<file path="src/hdl/ascr_regs.svh">
// Purpose: register offsets, field positions, reset values and codes of the config bank
// Assumes: 8-bit registers addressed by the low byte of the serial address
// Notes: definitions only
`ifndef ASCR_REGS_SVH
`define ASCR_REGS_SVH
// register offsets
`define ASCR_A_PORT_CFG 8'h00
`define ASCR_A_BURST_LAST 8'h02
`define ASCR_A_DIE_ID 8'h08
`define ASCR_A_DIE_REV 8'h09
`define ASCR_A_CONV_SEL 8'h10
`define ASCR_A_OFS_COARSE 8'h20
`define ASCR_A_OFS_FINE 8'h21
`define ASCR_A_GAIN_COARSE 8'h22
`define ASCR_A_GAIN_MEDIUM 8'h23
`define ASCR_A_GAIN_FINE 8'h24
`define ASCR_A_PWR_SEL 8'h25
`define ASCR_A_CLK_ADV 8'h71
`define ASCR_A_DIV_SEL 8'h72
`define ASCR_A_DRV_CODE 8'h73
`define ASCR_A_DDR_DLL 8'h74
`define ASCR_A_CFG_STATE 8'h75
`define ASCR_A_TEST_CTRL 8'hC0
`define ASCR_A_PAT1_LO 8'hC2
`define ASCR_A_PAT1_HI 8'hC3
`define ASCR_A_PAT2_LO 8'hC4
`define ASCR_A_PAT2_HI 8'hC5
// field positions
`define ASCR_B_SEP_OUT 7
`define ASCR_B_LSB_FIRST 6
`define ASCR_B_SOFT_RST 5
`define ASCR_B_DLL_SLOW 6
// reset values and fixed bytes
`define ASCR_RST_BYTE 8'h00
`define ASCR_ERR_BYTE 8'hAD
`define ASCR_DIE_ID_VAL 8'h5A // arbitrary value
`define ASCR_DIE_REV_VAL 8'h01 // arbitrary value
// three-bit mode codes
`define ASCR_C_PIN 3'h0
`define ASCR_C_ONE 3'h1
`define ASCR_C_TWO 3'h2
`define ASCR_C_FOUR 3'h4
// test pattern codes and words
`define ASCR_T_OFF 4'h0
`define ASCR_T_MID 4'h1
`define ASCR_T_POS 4'h2
`define ASCR_T_NEG 4'h3
`define ASCR_T_CHECK 4'h4
`define ASCR_T_ONEZERO 4'h7
`define ASCR_T_USER 4'h8
`define ASCR_W_MID 16'h8000
`define ASCR_W_ONES 16'hFFFF
`define ASCR_W_ZEROS 16'h0000
`define ASCR_W_CHK1 16'hAAAA
`define ASCR_W_CHK2 16'h5555
// serial framing
`define ASCR_INSTR_LAST 4'hF
`define ASCR_BYTE_LAST 3'h7
`define ASCR_BC_MANY 2'h3
`endif

</file>
<file path="src/hdl/ascr_pkg.sv">
// Purpose: types shared by the config bank
// Assumes: tri-level pins arrive decoded as low, float or high
// Notes: none
package ascr_pkg;
   // decoded tri-level pin level
   typedef enum logic [1:0] {
      ASCR_LVL_LOW = 2'h0,
      ASCR_LVL_FLOAT = 2'h1,
      ASCR_LVL_HIGH = 2'h2
   } ascr_level_t;
   // mode pins
   typedef struct packed {
      ascr_level_t power_state_pin;
      ascr_level_t divider_pin;
      ascr_level_t driver_pin;
      ascr_level_t coding_pin;
   } ascr_pins_t;
   // effective controls handed to the converter core, one-hot mode codes
   typedef struct packed {
      logic [2:0] power_mode;
      logic [2:0] divide;
      logic [2:0] driver;
      logic [2:0] coding;
      logic dll_slow;
      logic [7:0] ddr_dll;
   } ascr_ctrl_t;
   // calibration results of the power-up trim
   typedef struct packed {
      logic [7:0] ofs_coarse;
      logic [7:0] ofs_fine;
      logic [3:0] gain_coarse;
      logic [7:0] gain_medium;
      logic [7:0] gain_fine;
   } ascr_trim_t;
   // serial engine states
   typedef enum logic [2:0] {
      ASCR_ST_IDLE = 3'b001,
      ASCR_ST_INSTR = 3'b010,
      ASCR_ST_DATA = 3'b100
   } ascr_state_t;
endpackage : ascr_pkg

</file>
<file path="src/hdl/ascr_bank.sv">
// Purpose: serial-port configuration register bank of a 12-bit converter
// Assumes: serial pins are synchronous to mclk, which runs well above the serial clock
// Notes: test pattern alternation steps once per mclk cycle
`include "ascr_regs.svh"
`timescale 1ns/1ps
`default_nettype none
module ascr_bank import ascr_pkg::*; (
   // clock and reset
   input wire logic mclk,
   input wire logic rst,
   // serial port
   input wire logic select_bar,
   input wire logic sclk,
   input wire logic sdio_in,
   output logic sdio_out,
   output logic sdio_oe,
   output logic sdo_out,
   output logic sdo_oe,
   // mode pins, calibration and status
   input wire ascr_pins_t pins,
   input wire ascr_trim_t cal,
   input wire logic [7:0] cfg_state_in,
   // to the converter core
   output ascr_ctrl_t ctrl,
   output logic [15:0] trim_offset,
   output logic [27:0] trim_gain,
   output logic slip_pulse,
   output logic test_on,
   output logic [15:0] test_word
);
   ascr_state_t state_reg;
   logic sclk_q, rise;
   logic [15:0] shift_reg, shift_next;
   logic [3:0] cnt_reg;
   logic rd_reg, burst_reg, done_reg;
   logic [1:0] bc_reg, nbytes_reg;
   logic [12:0] addr_reg, look_addr;
   logic [7:0] out_reg, rd_byte, in_byte;
   logic instr_end, byte_end, wr_stb, load_rd, soft_rst, sel;
   logic [7:0] port_reg, burst_last_reg, conv_sel_reg, adv_reg, ddr_dll_reg;
   logic [7:0] ofs_c_reg, ofs_f_reg, gain_m_reg, gain_f_reg, test_ctrl_reg;
   logic [3:0] gain_c_reg;
   logic [2:0] pd_reg, div_reg, drv_reg, code_reg;
   logic [7:0] p1l_reg, p1h_reg, p2l_reg, p2h_reg;
   logic phase_reg;
   logic lsb_first;
   logic [7:0] a8;

   // serial clock edges and next shift value
   assign rise = sclk & ~sclk_q;
   assign lsb_first = port_reg[`ASCR_B_LSB_FIRST];
   assign shift_next = lsb_first ? {sdio_in, shift_reg[15:1]}
                                 : {shift_reg[14:0], sdio_in};
   assign in_byte = lsb_first ? shift_next[15:8] : shift_next[7:0];
   assign instr_end = (state_reg == ASCR_ST_INSTR) && rise && (cnt_reg == `ASCR_INSTR_LAST);
   assign byte_end = (state_reg == ASCR_ST_DATA) && rise && !done_reg
                     && (cnt_reg[2:0] == `ASCR_BYTE_LAST);
   assign wr_stb = byte_end && !rd_reg;
   assign load_rd = (instr_end && shift_next[15]) || (byte_end && rd_reg);
   assign a8 = addr_reg[7:0];
   assign look_addr = instr_end ? shift_next[12:0] : addr_reg + (lsb_first ? 13'h1FFF : 13'h0001);
   assign sel = conv_sel_reg[0];
   assign soft_rst = wr_stb && (a8 == `ASCR_A_PORT_CFG) && (addr_reg[12:8] == 5'h00)
                     && in_byte[`ASCR_B_SOFT_RST];
   // sclk delay for edge detection
   always_ff @(posedge mclk) begin
      if (rst) begin
         sclk_q <= 1'b0;
      end else begin
         sclk_q <= sclk;
      end
   end

   // serial engine: instruction, data bytes, address stepping, burst end
   always_ff @(posedge mclk) begin
      if (rst || select_bar) begin
         state_reg <= ASCR_ST_IDLE;
         cnt_reg <= 4'h0;
         shift_reg <= 16'h0000;
         rd_reg <= 1'b0;
         burst_reg <= 1'b0;
         bc_reg <= 2'h0;
         nbytes_reg <= 2'h0;
         addr_reg <= 13'h0000;
         done_reg <= 1'b0;
      end else begin
         case (state_reg)
            ASCR_ST_IDLE: begin
               state_reg <= ASCR_ST_INSTR;
               cnt_reg <= 4'h0;
            end
            ASCR_ST_INSTR: begin
               if (rise) begin
                  shift_reg <= shift_next;
                  cnt_reg <= cnt_reg + 4'h1;
               end
               if (instr_end) begin
                  rd_reg <= shift_next[15];
                  bc_reg <= shift_next[14:13];
                  burst_reg <= (shift_next[14:13] == `ASCR_BC_MANY);
                  addr_reg <= shift_next[12:0];
                  nbytes_reg <= 2'h0;
                  state_reg <= ASCR_ST_DATA;
               end
            end
            ASCR_ST_DATA: begin
               if (rise && !done_reg) begin
                  shift_reg <= shift_next;
                  cnt_reg <= cnt_reg + 4'h1;
               end
               if (byte_end) begin
                  nbytes_reg <= nbytes_reg + 2'h1;
                  if (burst_reg ? (a8 == burst_last_reg) : (nbytes_reg == bc_reg)) begin
                     done_reg <= 1'b1;
                  end else if (lsb_first) begin
                     addr_reg <= addr_reg - 13'h0001;
                  end else begin
                     addr_reg <= addr_reg + 13'h0001;
                  end
               end
            end
            default: state_reg <= ASCR_ST_IDLE;
         endcase
      end
   end

   // read lookup at the next byte's address; unselected indexed registers give the error byte
   always_comb begin
      rd_byte = 8'h00;
      if (look_addr[12:8] == 5'h00) begin
         case (look_addr[7:0])
            `ASCR_A_PORT_CFG: rd_byte = {port_reg[7:6], 4'h0, port_reg[6], port_reg[7]};
            `ASCR_A_BURST_LAST: rd_byte = burst_last_reg;
            `ASCR_A_DIE_ID: rd_byte = `ASCR_DIE_ID_VAL;
            `ASCR_A_DIE_REV: rd_byte = `ASCR_DIE_REV_VAL;
            `ASCR_A_CONV_SEL: rd_byte = conv_sel_reg;
            `ASCR_A_OFS_COARSE: rd_byte = sel ? ofs_c_reg : `ASCR_ERR_BYTE;
            `ASCR_A_OFS_FINE: rd_byte = sel ? ofs_f_reg : `ASCR_ERR_BYTE;
            `ASCR_A_GAIN_COARSE: rd_byte = sel ? {4'h0, gain_c_reg} : `ASCR_ERR_BYTE;
            `ASCR_A_GAIN_MEDIUM: rd_byte = sel ? gain_m_reg : `ASCR_ERR_BYTE;
            `ASCR_A_GAIN_FINE: rd_byte = sel ? gain_f_reg : `ASCR_ERR_BYTE;
            `ASCR_A_PWR_SEL: rd_byte = sel ? {5'h00, pd_reg} : `ASCR_ERR_BYTE;
            `ASCR_A_CLK_ADV: rd_byte = adv_reg;
            `ASCR_A_DIV_SEL: rd_byte = {5'h00, div_reg};
            `ASCR_A_DRV_CODE: rd_byte = {drv_reg, 2'h0, code_reg};
            `ASCR_A_DDR_DLL: rd_byte = ddr_dll_reg;
            `ASCR_A_CFG_STATE: rd_byte = cfg_state_in;
            `ASCR_A_TEST_CTRL: rd_byte = test_ctrl_reg;
            `ASCR_A_PAT1_LO: rd_byte = p1l_reg;
            `ASCR_A_PAT1_HI: rd_byte = p1h_reg;
            `ASCR_A_PAT2_LO: rd_byte = p2l_reg;
            `ASCR_A_PAT2_HI: rd_byte = p2h_reg;
            default: rd_byte = 8'h00;
         endcase
      end
   end

   // outgoing byte: loaded when the byte starts, held for its eight bits
   always_ff @(posedge mclk) begin
      if (rst) begin
         out_reg <= 8'h00;
      end else if (load_rd) begin
         out_reg <= rd_byte;
      end
   end
   // pin drive: the bit for the next rise is picked by the rises seen in this byte
   assign sdio_out = lsb_first ? out_reg[cnt_reg[2:0]] : out_reg[~cnt_reg[2:0]];
   assign sdo_out = sdio_out;
   assign sdo_oe = rd_reg && (state_reg == ASCR_ST_DATA) && port_reg[`ASCR_B_SEP_OUT];
   assign sdio_oe = rd_reg && (state_reg == ASCR_ST_DATA) && !port_reg[`ASCR_B_SEP_OUT];

   // global port registers, cleared by soft reset
   always_ff @(posedge mclk) begin
      if (rst || soft_rst) begin
         port_reg <= `ASCR_RST_BYTE;
         burst_last_reg <= `ASCR_RST_BYTE;
         conv_sel_reg <= `ASCR_RST_BYTE;
         adv_reg <= `ASCR_RST_BYTE;
         ddr_dll_reg <= `ASCR_RST_BYTE;
      end else if (wr_stb && (addr_reg[12:8] == 5'h00)) begin
         case (a8)
            `ASCR_A_PORT_CFG: port_reg <= {in_byte[7:6], 6'h00};
            `ASCR_A_BURST_LAST: burst_last_reg <= in_byte;
            `ASCR_A_CONV_SEL: conv_sel_reg <= in_byte;
            `ASCR_A_CLK_ADV: adv_reg <= in_byte;
            `ASCR_A_DDR_DLL: ddr_dll_reg <= in_byte;
            default: ;
         endcase
      end
   end

   // indexed trims: default is the calibration result
   always_ff @(posedge mclk) begin
      if (rst || soft_rst) begin
         ofs_c_reg <= cal.ofs_coarse;
         ofs_f_reg <= cal.ofs_fine;
         gain_c_reg <= cal.gain_coarse;
         gain_m_reg <= cal.gain_medium;
         gain_f_reg <= cal.gain_fine;
      end else if (wr_stb && sel && (addr_reg[12:8] == 5'h00)) begin
         case (a8)
            `ASCR_A_OFS_COARSE: ofs_c_reg <= in_byte;
            `ASCR_A_OFS_FINE: ofs_f_reg <= in_byte;
            `ASCR_A_GAIN_COARSE: gain_c_reg <= in_byte[3:0];
            `ASCR_A_GAIN_MEDIUM: gain_m_reg <= in_byte;
            `ASCR_A_GAIN_FINE: gain_f_reg <= in_byte;
            default: ;
         endcase
      end
   end

   // mode registers survive soft reset; reserved codes leave them unchanged
   always_ff @(posedge mclk) begin
      if (rst) begin
         pd_reg <= `ASCR_C_PIN;
         div_reg <= `ASCR_C_PIN;
         drv_reg <= `ASCR_C_PIN;
         code_reg <= `ASCR_C_PIN;
      end else if (wr_stb && (addr_reg[12:8] == 5'h00)) begin
         if (a8 == `ASCR_A_PWR_SEL && sel && legal(in_byte[2:0])) begin
            pd_reg <= in_byte[2:0];
         end
         if (a8 == `ASCR_A_DIV_SEL && legal(in_byte[2:0])) begin
            div_reg <= in_byte[2:0];
         end
         if (a8 == `ASCR_A_DRV_CODE && legal(in_byte[7:5])) begin
            drv_reg <= in_byte[7:5];
         end
         if (a8 == `ASCR_A_DRV_CODE && legal(in_byte[2:0])) begin
            code_reg <= in_byte[2:0];
         end
      end
   end

   // test pattern registers; reserved pattern codes and writes with bit 7 set are dropped
   always_ff @(posedge mclk) begin
      if (rst || soft_rst) begin
         test_ctrl_reg <= `ASCR_RST_BYTE;
         p1l_reg <= `ASCR_RST_BYTE;
         p1h_reg <= `ASCR_RST_BYTE;
         p2l_reg <= `ASCR_RST_BYTE;
         p2h_reg <= `ASCR_RST_BYTE;
      end else if (wr_stb && (addr_reg[12:8] == 5'h00)) begin
         case (a8)
            `ASCR_A_TEST_CTRL: begin
               if (!in_byte[7] && (in_byte[3:0] <= `ASCR_T_USER)
                   && (in_byte[3:0] != 4'h5) && (in_byte[3:0] != 4'h6)) begin
                  test_ctrl_reg <= {in_byte[7:6], 2'h0, in_byte[3:0]};
               end
            end
            `ASCR_A_PAT1_LO: p1l_reg <= in_byte;
            `ASCR_A_PAT1_HI: p1h_reg <= in_byte;
            `ASCR_A_PAT2_LO: p2l_reg <= in_byte;
            `ASCR_A_PAT2_HI: p2h_reg <= in_byte;
            default: ;
         endcase
      end
   end

   // divided clock advance: a one-cycle pulse on a zero-then-one write of bit 0
   always_ff @(posedge mclk) begin
      if (rst) begin
         phase_reg <= 1'b0;
         slip_pulse <= 1'b0;
      end else begin
         slip_pulse <= 1'b0;
         if (wr_stb && (addr_reg[12:8] == 5'h00) && (a8 == `ASCR_A_CLK_ADV)) begin
            phase_reg <= in_byte[0];
            slip_pulse <= in_byte[0] && !phase_reg;
         end
      end
   end

   // test word generation, alternating each cycle in alternate mode
   logic alt_reg;
   logic [15:0] w1, w2;
   always_comb begin
      w1 = `ASCR_W_ZEROS;
      w2 = `ASCR_W_ZEROS;
      case (test_ctrl_reg[3:0])
         `ASCR_T_MID: begin
            w1 = `ASCR_W_MID;
            w2 = `ASCR_W_MID;
         end
         `ASCR_T_POS: begin
            w1 = `ASCR_W_ONES;
            w2 = `ASCR_W_ONES;
         end
         `ASCR_T_CHECK: begin
            w1 = `ASCR_W_CHK1;
            w2 = `ASCR_W_CHK2;
         end
         `ASCR_T_ONEZERO: w1 = `ASCR_W_ONES;
         `ASCR_T_USER: begin
            w1 = {p1h_reg, p1l_reg};
            w2 = {p2h_reg, p2l_reg};
         end
         default: w1 = `ASCR_W_ZEROS;
      endcase
   end
   always_ff @(posedge mclk) begin
      if (rst) begin
         alt_reg <= 1'b0;
         test_on <= 1'b0;
         test_word <= 16'h0000;
      end else begin
         alt_reg <= test_ctrl_reg[6] ? ~alt_reg : 1'b0;
         test_on <= (test_ctrl_reg[3:0] != `ASCR_T_OFF);
         test_word <= alt_reg ? w2 : w1;
      end
   end

   // effective controls: register code, or pin when the code is zero
   always_comb begin
      ctrl = '0;
      ctrl.power_mode = (pd_reg != `ASCR_C_PIN) ? pd_reg
         : (pins.power_state_pin == ASCR_LVL_LOW) ? `ASCR_C_ONE
         : (pins.power_state_pin == ASCR_LVL_HIGH) ? `ASCR_C_TWO : `ASCR_C_FOUR;
      ctrl.divide = (div_reg != `ASCR_C_PIN) ? div_reg : pin_code(pins.divider_pin);
      ctrl.driver = (drv_reg != `ASCR_C_PIN) ? drv_reg : pin_code(pins.driver_pin);
      ctrl.coding = (code_reg != `ASCR_C_PIN) ? code_reg
         : (pins.coding_pin == ASCR_LVL_LOW) ? `ASCR_C_FOUR
         : (pins.coding_pin == ASCR_LVL_HIGH) ? `ASCR_C_TWO : `ASCR_C_ONE;
      ctrl.dll_slow = ddr_dll_reg[`ASCR_B_DLL_SLOW];
      ctrl.ddr_dll = ddr_dll_reg;
   end
   assign trim_offset = {ofs_c_reg, ofs_f_reg};
   assign trim_gain = {gain_c_reg, gain_m_reg, gain_f_reg, 8'h00};
   // legal mode codes
   function automatic logic legal(input logic [2:0] c);
      legal = (c == `ASCR_C_PIN) || (c == `ASCR_C_ONE) || (c == `ASCR_C_TWO)
              || (c == `ASCR_C_FOUR);
   endfunction : legal
   // pin level to mode code: low one, float two, high four
   function automatic logic [2:0] pin_code(input ascr_level_t l);
      pin_code = (l == ASCR_LVL_LOW) ? `ASCR_C_ONE
               : (l == ASCR_LVL_FLOAT) ? `ASCR_C_TWO : `ASCR_C_FOUR;
   endfunction : pin_code
endmodule : ascr_bank
`default_nettype wire

</file>
<file path="config.mk">
export PLATFORM = sky130hd
export DESIGN_NAME = ascr_bank
export DESIGN_NICKNAME = d
export VERILOG_FILES = /design/src/hdl/ascr_pkg.sv /design/src/hdl/ascr_bank.sv
export VERILOG_INCLUDE_DIRS = /design/src /design/src/hdl
export SDC_FILE = /design/constraint.sdc
export NUM_CORES = 1
export LEC_CHECK = 0
export ABC_AREA = 1
export BUFFER_PORTS_ARGS = -buffer_cell sky130_fd_sc_hd__buf_2
export CAP_MARGIN = 20
export CORE_MARGIN = 2
export CORE_UTILIZATION = 28
export CTS_CLUSTER_DIAMETER = 100
export DETAILED_ROUTE_END_ITERATION = 6
export PLACE_DENSITY = 0.46
export SLEW_MARGIN = 20
export SYNTH_ARGS = -nofsm -noshare
export SYNTH_HDL_FRONTEND = slang
export SYNTH_SLANG_ARGS = --single-unit
</file>
<file path="constraint.sdc">
create_clock -name mclk -period 3.6 [get_ports mclk]
set_input_delay 0.18 -clock mclk [delete_from_list [all_inputs] [get_ports mclk]]
set_output_delay 0.18 -clock mclk [all_outputs]
set_load 0.05 [all_outputs]
</file>
# --- Word-level counts from Yosys, hierarchy flattened ---
# Cells that the tools add are included.
# W data, S select, Z words.
op_classes:
  bitwise: 7
  n_mux: 64
  n_lt_le_gt_ge: 3
  n_eq_ne: 67
  reduce_logical: 94
  n_addsub: 5
ops:
  columns: ["cell", "n"]
  rows:
  - ["$pmux W8 S21", 1]
  - ["$mux W8", 20]
  - ["$pmux W16 S4", 2]
  - ["$eq A8 B6 Y1 const B", 12]
  - ["$eq A8 B8 Y1 const B", 10]
  - ["$mux W13", 6]
  - ["$eq A8 B7 Y1 const B", 9]
  - ["$mux W16", 4]
  - ["$reduce_and A2 Y1", 20]
  - ["$mux W3", 12]
  - ["$pmux W16 S2", 1]
  - ["$logic_and A1 B1 Y1", 28]
  - ["$pmux W13 S2", 1]
  - ["$mux W4", 5]
  - ["$eq A8 B2 Y1 const B", 2]
  - ["$eq A8 B4 Y1 const B", 2]
  - ["$eq A8 B5 Y1 const B", 2]
  - ["$logic_not A8 Y1", 2]
  - ["$reduce_and A3 Y1", 5]
  - ["$reduce_bool A3 Y1", 5]
  - ["$reduce_bool A2 Y1", 7]
  - ["$add A13 B1 Y13 const B", 1]
  - ["$add A13 B13 Y13", 1]
  - ["$sub A13 B1 Y13 const B", 1]
  - ["other kinds (34)", 81]
totals:
  out_inout_bits: 87
  inputBits: 57
  elab_cells: 275
  register_bits: 192

# --- Logic depth before layout (Yosys ltp) ---
# Gate-level depths: netlist of run 1.
logic_depth:
  depth_word: 12
  depth_mapped: 24
  mapped_depth_nobuf: 21

# --- Worst setup path after synthesis of run 1 ---
# Ideal clock, no wire load.
synth_timing:
  path_type: "flip-flop to flip-flop"
  start: "register port_reg[6]"
  end: "register out_reg[0]"
  t_arrival_ns: 2.963
  slack_ns: 0.567
  stages_incl_launch_ff: 24
  synth_period_minus_slack_ns: 3.033
  path_buffers: 4
  t_required_ns: 3.530
  setup_ns: 0.070
  cell_sequence: "dfxtp_1 -> buf_4 -> buf_6 -> buf_6 -> inv_1 -> fa_1 -> inv_1 -> nand2_1 -> nand2_1 -> nand3_1 -> nand2_1 -> nand2_1 -> nand3_1 -> nand2_1 -> nor2_4 -> buf_2 -> nand4_1 -> nand2_1 -> inv_1 -> nand2_1 -> nor2_1 -> nand3_1 -> nand2_2 -> a21oi_2"
synth_via:
  elab_chain_cells: 6
  elab_cells_between_ends: 30
  classes_between: "add/sub: 1; eq/ne: 20; mux: 5; reduce/logical: 4"
synth_lines:
  columns: ["item", "line_no", "rtl"]
  rows:
  - ["start, declared", "ascr_bank.sv:40", "logic [7:0] port_reg, burst_last_reg, conv_sel_reg, adv_reg, ddr_dll_reg;"]
  - ["start signal, assigned", "ascr_bank.sv:175", "port_reg <= `ASCR_RST_BYTE;"]
  - ["start signal, assigned", "ascr_bank.sv:182", "`ASCR_A_PORT_CFG: port_reg <= {in_byte[7:6], 6'h00};"]
  - ["$mux W13", "ascr_bank.sv:61", "assign look_addr = instr_end ? shift_next[12:0] : addr_reg + (lsb_first ? 13'h1FFF : 13'h0001);"]
  - ["$add A13 B13 Y13", "ascr_bank.sv:61", null]
  - ["$mux W13", "ascr_bank.sv:61", null]
  - ["$eq A8 B8 Y1 (tied with other cells)", "ascr_bank.sv:131", "case (look_addr[7:0])"]
  - ["$pmux W8 S21", "ascr_bank.sv:131", null]
  - ["$mux W8", "ascr_bank.sv:130", "if (look_addr[12:8] == 5'h00) begin"]
  - ["end signal, assigned", "ascr_bank.sv:163", "out_reg <= rd_byte;"]
  - ["end, declared", "ascr_bank.sv:38", "logic [7:0] out_reg, rd_byte, in_byte;"]
# Several ways; a longest one is shown, not always the timed one.
# A chain may end at the register's enable or synchronous reset.

# --- Final worst setup path of run 1 ---
layout_timing:
  start: "register port_reg[6]"
  end: "register out_reg[7]"
# Same word-level chain as after synthesis.

==> results of run 1 <==
## final timing paths
kind,end,startpoint,slack (ns)
worst max-delay path,out_reg[7]$_SDFFE_PP0P_,port_reg[6]$_SDFFE_PP0P_,0.29
worst min-delay path,state_reg[0]$_SDFFE_PP1P_,select_bar,0.21
worst max register to register,out_reg[7]$_SDFFE_PP0P_,port_reg[6]$_SDFFE_PP0P_,0.29
worst min register to register,slip_pulse$_SDFF_PP0_,phase_reg$_SDFFE_PP0P_,0.44
## cell usage after synthesis (5+ instances only)
cell      count
nand3_1     169
dfxtp_1     156
nor3_1       15
buf_1         7
edfxtp_1     36
xor2_1        5
ha_1         13
nor2_4       12
nor2_2        8
clkbuf_1     33
or2_0         5
buf_4        16
buf_2        21
buf_6         9
xnor2_1       5
nand2_1     405
o211ai_1      8
nand2_2      20
nor3_2        5
nor2_1      109
o21a_1        7
inv_2        17
o21ai_0      91
o21ai_1       5
nand4_1      67
a21oi_2      10
inv_1       130
or2_2        29
a211oi_1     10
a21oi_1     178
## logic make-up (layout without fill, tap and decap cells)
family,count (synthesis),count (layout),share of synthesized area [%]
AOI/OAI and AO/OA,326,326,15.7
other,1,8,0.0329
and+or+nand+nor,864,864,35.8
DFF,192,192,36.9
adders and majority gates,14,14,1.60
buffers and inverters,238,411,9.25
xor gates and xnor gates,10,10,0.768
## worst min-delay path, stage by stage
cell	delay, ns
buf_2	0.08
nor2_1	0.03
buf_4	0.23
nand2_1	0.10
## where the power goes
group	internal (mW)	switching (mW)
sequential	2.22	0.0260
combinational	0.113	0.302
clock	1.11	0.944
## repair_timing
| action | 4_1_cts | 5_1_grt |
|---|---|---|
| hold buffers | 37 | 0 |
| endpoints found under the hold margin | 37 | 0 |
| setup endpoints to repair | 0 | 8 |
| resized for setup | 0 | 0 |
| setup buffers | 0 | 4 |
## metal layers
layer | track usage [%] | vias to the layer above | part of all wire, %
met3 | 4.58 | 53 | 7.2
met4 | 6.43 | 0 | 2.3
li1 | - | 5828 | -
met2 | 33.1 | 426 | 43
met5 | 0 | - | 0
met1 | 31.6 | 5626 | 48
## cell type report
type / instances / area [um^2] / share of cell area (%)
Clock buffer: 22 / 517 / 3.76
Clock inverter: 10 / 110 / 0.801
Inverter: 152 / 578 / 4.20
Multi-Input combinational cell: 1222 / 6180 / 44.9
Sequential cell: 192 / 4200 / 30.6
Tap cell: 525 / 657 / 4.78
Timing Repair Buffer: 227 / 1510 / 11.0
## cells in the final DEF, fill, tap and decap left out, drive strengths merged, types with 37 or more instances in the layout
cell,count
buf,190
nand2,428
dfxtp,156
inv,154
dlygate4sd3,37
nor2,132
nand4,67
a21oi,188
o21ai,100
nand3,173
==> metrics.txt, run 1 <==
unrepaired setup endpoints after global routing=false; Final HPWL DP=35.7 mm; final net count=1883; Tmin final=3.31 ns; maxcap violations=0; Clock Latency Late Sink=0.46 ns; CTS tree=done; EDFF count, synth=36; final wirelength=46.4 mm; ANT nets after route=0; Root Buffer=clkbuf_16; Iter 0 DRT Violations=1072; Final period util=92.0%; CTS Buf Count=17; DP Area=12700 um^2; drt wl/cell=19.7 um; Final Instance Area=13800 um^2; vias in the first global route=11100; Req. time, crit path=4.00 ns; hold depth=4; Die ar.=42400 um^2; synth unique cells=55; total gr overflow=0; Worst-Margin Slew=1.07 ns; Core Footprint=40000 um^2; die height=206 um; # DRC=0; slowest stage delay, CP=0.53 ns; Clock Tree Buf Depth=2; mean number of vias per cell=5.08; fillers=4335; final core occ=34.4%; final total power=4.72 mW; Core Rows=73; critical path class=flip-flop to flip-flop; critical path depth in cells=20; Cells after Synth=1645; pre-CTS setup slack=0.260 ns; main flop type after synthesis=dfxtp_1; Final Hold Vio Count=0; Crit path buffers/inverters=3; Syn-to-layout area delta=20.6%; top cell type's share of synthesized area=27.4%; CP max FO=10; status=finished clean; Post-Layout Cell Count=2350; R2R cell count=20; WP data arrival=3.71 ns; share of layout cells above drive strength 1=18.9%; cells taking the most area after synthesis=dfxtp_1 27%, nand2_1 13%, edfxtp_1 9.5%; pin count of the biggest net entering global routing=77; crit-path most repeated cell=nand2_1; Worst IR Drop VDD=335 uV; delay-heaviest family, CP=simple AND/OR/NAND/NOR gates; Worst-path clk slew=0.08 ns; Initial Utilization=28.5%; CP cell instances=inv_1 > fa_1 > inv_1 > nand2_1 > nand2_1 > nand3_1 > nand2_1 > nand2_1 > nand3_1 > nand2_1 > nor2_4 > buf_4 > nand3_1 > nand2_1 > nor2_1 > nand3_1 > nor2_2 > nor2_8 > nand2_2 > a21oi_2; final setup margin=0.288 ns; antenna violations before repair=0; CTS Sinks=192; via count=11900; synthesized area=11400 um^2; max_slew headroom=28.4%; worst min path class=primary input to flip-flop; global-route wire length before repair=69.4 mm; Seq cells post-synth=192; WHS=0.206 ns; sequential fraction of the synthesis area=36.9%; CP max-delay cell=dfxtp_1; final setup violation count=0; skew final=0.0138 ns; # port buffers=135; Synth area leader=dfxtp_1; DP Cell Count=2277; asr flop ratio synth=0%; routability cong.=0.932; gr usage total=22.0%; n_diodes=0; Cell Pwr Density=343 nW/um^2; max-slew violation count=0; Synth Warn #=0; nature of the critical path startpoint=flip-flop; syn avg cell area=6.93 um^2; Fin Setup TNS=0 ns; Die Width=206 um; fmax=302 MHz; Pleak=5.76 nW; htree depth=4; CP endpoint kind=flip-flop; I/O pin count=144; DRT Pass-1 Iters=6
Note: power is estimated with default switching activity, not from simulation.
==> run 2, diff against run 1 <==
CELL_PAD_IN_SITES_DETAIL_PLACEMENT = 1   (was unset)
CELL_PAD_IN_SITES_GLOBAL_PLACEMENT = 2   (was unset)
CORE_UTILIZATION = 33   (was 28)
PLACE_DENSITY = 0.83   (was 0.46)
==> run 2 against run 1 <==
Effect of this change:
- power decreased by 3.3%
- via count increased by 2.4%
- register-to-register slack got worse by 0.096 ns
- flip-flop and latch count unchanged
- clock power decreased by 8%
- die area decreased by 15%
- first-iteration DRC count decreased by 11%
- combinational power increased by 2%
- sequential power about the same
- wire length increased by 3.5%
- worst hold slack got worse by 0.033 ns
- utilization increased by 5.0 points
- critical path type unchanged
- critical endpoint is now out_reg[1]$_SDFFE_PP0P_
==> metrics.txt, run 2 (synthesis gave the netlist of run 1 again) <==
final net count=1872 (-0.58%); CTS Buf Count=17 (unchanged); met1 Track Usage GR=35.9% (+4.3 points); global-route wire length before repair=71.9 mm (+3.6%); max-slew violation count=0 (unchanged); Core Footprint=34300 um^2 (-14%); Req. time, crit path=4.00 ns (about the same); Internal=3.25 mW (-5.9%); # DRC=0 (unchanged); Core Rows=68 (-6.8%); htree depth=4 (unchanged); final setup margin=0.192 ns (-0.0956 ns); CTS Sinks=192 (unchanged); CTS tree=done; sequential cell fraction of total power=49.3% (+1.7 points); nature of the critical path startpoint=flip-flop; R2R setup slack=0.19 ns (-0.10 ns); via count=12200 (+2.4%); Final period util=94.7% (+2.7 points); total gr overflow=0 (unchanged); status=finished clean; drt wl/cell=21.2 um (+7.1%); met2 usage=42.8% (+9.7 points); Final Hold Vio Count=0 (unchanged); most frequent cells in the layout=405 x nand2_1, 178 x a21oi_1, 169 x nand3_1, 155 x dfxtp_1, 135 x buf_2; fmax=293 MHz (-2.8%); # port buffers=135 (unchanged); clock share of power=41.4% (-2.2 points); delay-heaviest family, CP=simple AND/OR/NAND/NOR gates; ANT nets after route=0 (unchanged); I/O pin count=144 (unchanged); share of layout cells above drive strength 1=18.3% (-0.60 points); DRT Pass-1 Iters=5 (-1); CP max-delay cell=dfxtp_1; Worst-path clk slew=0.08 ns (about the same); CP endpoint kind=flip-flop; pin count of the biggest net entering global routing=56 (-27%); GR Util met3=4.74% (+0.16 points); Pleak=5.67 nW (-1.6%); Final HPWL DP=35.7 mm (about the same); Syn-to-layout area delta=18.3%; commonest non-fill, non-tap cell in the layout=nand2_1; Clock Tree Buf Depth=2 (unchanged); Post-Layout Cell Count=2269 (-3.4%); pre-CTS setup slack=0.237 ns (-0.0225 ns); final wirelength=48.0 mm (+3.5%); Root Buffer=clkbuf_16; unrepaired setup endpoints after global routing=false; Iter 0 DRT Violations=949 (-11%); Clock Latency Late Sink=0.47 ns (about the same); n_diodes=0 (unchanged); Die Width=190 um (-7.7%); gr usage total=26.5% (+4.5 points); Cell Pwr Density=339 nW/um^2 (-1.4%); skew final=0.0123 ns (-0.00158 ns); slowest stage delay, CP=0.47 ns (-0.06 ns); NetSw=1.32 mW (+3.7%); Worst IR Drop VDD=361 uV (+7.7%); antenna violations before repair=0 (unchanged); routability cong.=0.919 (-1.4%); worst min path class=primary input to flip-flop; CP cell instances=inv_1 > fa_1 > inv_1 > nand2_1 > nand2_1 > nand3_1 > nand2_1 > nand2_1 > nand3_1 > nand2_1 > nor2_4 > nand2_1 > nor2_2 > nand3_1 > nand3_1 > nor2_1 > nand2_1 > nand2_2 > a21oi_2; critical path class=flip-flop to flip-flop; WP data arrival=3.80 ns (+0.09 ns); crit-path most repeated cell=nand2_1; DP Cell Count=2199 (-3.4%); Die ar.=36100 um^2 (-15%); die height=190 um (-7.7%); CP max FO=15 (+5); Fin Setup TNS=0 ns (unchanged); max_slew headroom=32.3% (+3.9 points); maxcap violations=0 (unchanged); gr busiest metal=met2; mean number of vias per cell=5.39 (+6.1%); Net Sw Frac=28.9% (+2.0 points); final setup violation count=0 (unchanged); Initial Utilization=33.3% (+4.8 points); Worst-Margin Slew=1.01 ns (-0.0585 ns); vias in the first global route=11900 (+7.2%); Crit path buffers/inverters=2 (-1); Comb pwr share=9.3% (+0.5 points); Tmin final=3.41 ns (+0.0956 ns)
-- run 2: cell types whose count changed in the layout (fill, tap and decap cells not counted), sizes merged --
cell / before / now
buf: 190 / 178
clkinv: 4 / 12
clkbuf: 22 / 18
clkinvlp: 3 / 1
bufinv: 1 / 0
inv: 154 / 153
nor2: 132 / 133
-- run 2: metal layers --
metal / routed length (um) / vias up
met1: 22400 / 5976
met2: 21900 / 368
met3: 2540 / 63
met4: 1170 / 0
met5: 0 / -
li1: - / 5814
-- run 2: path summary, 6_finish.rpt --
path / to / depth (start not counted) / start
worst max-delay path: out_reg[1]$_SDFFE_PP0P_ / 19 / addr_reg[1]$_SDFFE_PP0P_
worst min-delay path: state_reg[0]$_SDFFE_PP1P_ / 4 / select_bar
worst max register to register: out_reg[1]$_SDFFE_PP0P_ / 19 / addr_reg[1]$_SDFFE_PP0P_
worst min register to register: test_ctrl_reg[7]$_SDFFE_PP0P_ / 2 / test_ctrl_reg[7]$_SDFFE_PP0P_
-- run 2: area by class of cell --
class                      count  area (um^2)
timing repair buffer         215         1390
fill                        4381        20800
clock inverter                14          129
sequential                   192         4210
tap                          455          569
inverter                     152          578
multi-input combinational   1223         6180
clock buffer                  18          429
-- run 2: stage by stage --
step / utilization (%) / total power [mW] / cell area [um^2] / hold WS (ns)
2_1_floorplan: - / 2.55 / 11400 / 0.287
3_3_place_gp: 36.6 / 2.68 / 12600 / 0.407
3_5_place_dp: 36.6 / 2.69 / 12600 / 0.420
4_1_cts: 39.3 / 4.59 / 13500 / 0.165
5_1_grt: 39.3 / 4.70 / 13500 / 0.197
6_report: 39.3 / 4.57 / 13500 / 0.173
-- run 2: power by group through the flow --
stage / Clock (mW) / Sequential (mW) / Combinational [mW]
4_1_cts: 1.92 / 2.25 / 0.419
3_5_place_dp: 0 / 2.30 / 0.388
2_1_floorplan: 0 / 2.38 / 0.171
6_report: 1.89 / 2.25 / 0.424
3_3_place_gp: 0 / 2.30 / 0.384
5_1_grt: 2.00 / 2.25 / 0.449
-- run 2: what timing repair did --
action / CTS / global route
buffers inserted: 0 / 0
hold endpoints to repair: 37 / 0
resized for setup: 0 / 1
endpoints found under the setup margin: 0 / 8
hold buffers: 37 / 0
-- run 2: worst min-delay path, cell delays in order --
cell and delay, ns:
buf_2 0.07, nor2_1 0.03, buf_4 0.22, nand2_1 0.10
==> run 3, diff against run 2 <==
REMOVE_ABC_BUFFERS = 1   (was unset)
==> run 3 against run 2 <==
Effect of this change:
- flip-flop and latch count stayed put
- die area stayed put
- worst hold slack worse by 0.17 ns
- utilization is 0.18 points higher
- via count is 0.47% lower
- fmax is 3.8% higher
- critical path depth is 1 lower
- power is 0.30% higher
- combinational power hardly changed
- critical endpoint is now out_reg[3]$_SDFFE_PP0P_
==> metrics.txt, run 3 (synthesis gave the netlist of run 1 again) <==
status=finished clean; Die Width=190 um (unchanged); WP data arrival=3.68 ns (-0.12 ns); final net count=1877 (+0.27%); pin count of the biggest net entering global routing=78 (+39%); Final Hold Vio Count=0 (unchanged); Req. time, crit path=4.00 ns (about the same); hold_sp=rst; final setup violation count=0 (unchanged); Fin Setup TNS=0 ns (unchanged); max-slew violation count=0 (unchanged); Worst setup startpoint=addr_reg[1]$_SDFFE_PP0P_; Worst-path clk slew=0.08 ns (about the same); drt wl/cell=21.2 um (about the same); met3 wire length=2.92 mm (+15%); global-route wire length before repair=72.4 mm (+0.71%); Post-Layout Cell Count=2274 (+0.22%); # port buffers=135 (unchanged); Syn-to-layout area delta=18.8%; worst min path class=primary input to flip-flop; htree depth=4 (unchanged); Worst-Margin Slew=0.998 ns (-0.0141 ns); n_diodes=0 (unchanged); Core Footprint=34300 um^2 (unchanged); DRT Pass-1 Iters=5 (unchanged); fmax=304 MHz (+3.8%); Cell Pwr Density=338 nW/um^2 (-0.14%); critical path class=flip-flop to flip-flop; maxcap violations=0 (unchanged); Max Used Layer=met4; Die ar.=36100 um^2 (unchanged); CP endpoint kind=flip-flop; Worst IR Drop VDD=343 uV (-5.0%); Met2 Routed Length=22.2 mm (+1.3%); DP Cell Count=2201 (+0.091%); CP max FO=25 (+10); Final HPWL DP=36.5 mm (+2.3%); unrepaired setup endpoints after global routing=false; routability cong.=0.899 (-2.2%); I/O pin count=144 (unchanged); antenna violations before repair=0 (unchanged); most frequent cells in the layout=405 x nand2_1, 178 x a21oi_1, 169 x nand3_1, 156 x dfxtp_1, 135 x buf_2; nature of the critical path startpoint=flip-flop; share of layout cells above drive strength 1=18.6% (+0.33 points); CTS Buf Count=17 (unchanged); die height=190 um (unchanged); CTS tree=done; gr usage total=26.6% (+0.048 points); # DRC=0 (unchanged); final wirelength=48.1 mm (+0.23%); max_slew headroom=32.8% (+0.48 points); Reg2Reg Launch Point=addr_reg[1]$_SDFFE_PP0P_; CP cell instances=inv_1 > fa_1 > inv_1 > nand2_1 > nand2_1 > nand3_1 > nand3_1 > nand3_1 > nand2_1 > nand2_2 > nor2_4 > buf_6 > nand2_1 > o21ai_0 > nor3_2 > nand3_1 > nand2_2 > a21oi_2; mean number of vias per cell=5.35 (-0.69%); ANT nets after route=0 (unchanged); via count=12200 (-0.47%); Iter 0 DRT Violations=858 (-9.6%); CP max-delay cell=dfxtp_1; WL met1=21.5 mm (-4.1%); Clock Tree Buf Depth=2 (unchanged); total gr overflow=0 (unchanged); fillers=4432 (+1.2%); Clock Latency Late Sink=0.46 ns (about the same); Crit path buffers/inverters=3 (+1); Initial Utilization=33.3% (unchanged); Core Rows=68 (unchanged); CTS Sinks=192 (unchanged); skew final=0.0118 ns (-0.000490 ns); Pleak=5.70 nW (+0.67%); commonest non-fill, non-tap cell in the layout=nand2_1; delay-heaviest family, CP=simple AND/OR/NAND/NOR gates; vias in the first global route=11800 (-0.76%); slowest stage delay, CP=0.46 ns (about the same); Tmin final=3.28 ns (-0.123 ns); Final period util=91.2% (-3.4 points); Root Buffer=clkbuf_16
-- run 3: path summary, 6_finish.rpt --
| check | to | slack, ns | depth (start not counted) |
|---|---|---|---|
| setup / recovery | out_reg[3]$_SDFFE_PP0P_ | 0.32 | 18 |
| hold / removal | pd_reg[0]$_SDFFE_PP0P_ | 0.008 | 2 |
| setup reg to reg | out_reg[3]$_SDFFE_PP0P_ | 0.32 | 18 |
| hold reg to reg | p2h_reg[5]$_SDFFE_PP0P_ | 0.47 | 2 |
-- run 3: layout make-up --
| type | instances | area (um^2) | area share (%) |
|---|---|---|---|
| Clock inverter | 15 | 126 | 0.933 |
| Tap cell | 455 | 569 | 4.20 |
| Inverter | 152 | 578 | 4.27 |
| Sequential cell | 192 | 4200 | 31.0 |
| Timing Repair Buffer | 221 | 1460 | 10.8 |
| Multi-Input combinational cell | 1222 | 6180 | 45.6 |
| Clock buffer | 17 | 425 | 3.14 |
-- run 3: where the power goes --
group / total [mW] / internal [mW] / switching (mW)
sequential: 2.25 / 2.22 / 0.0265
clock: 1.91 / 0.910 / 0.996
combinational: 0.424 / 0.112 / 0.312
total: 4.58 / 3.24 / 1.33
-- run 3: metal layers --
layer | vias to the layer above | global-route usage [%]
li1 | 5825 | -
met1 | 5902 | 35.2
met2 | 360 | 42.6
met3 | 77 | 5.24
met4 | 0 | 10.2
met5 | - | 0
-- run 3: what timing repair did --
action                                  CTS  global route
hold buffers                             35             0
resized for setup                         0             2
endpoints found under the hold margin    35             0
endpoints found under the setup margin    0             8
setup buffers                             0             6
-- run 3: per-stage QoR --
step	total power [mW]	util (%)	worst slack, ns	hold WS [ns]	instance area, um^2
floorplan	2.53	-	-0.537	0.242	11000
global placement	2.69	36.6	0.244	0.418	12600
detailed placement	2.69	36.6	0.179	0.428	12600
CTS	4.59	39.2	0.158	0.0000386	13500
global route	4.70	39.5	0.0130	0.0231	13500
finish	4.58	39.5	0.315	0.00759	13500
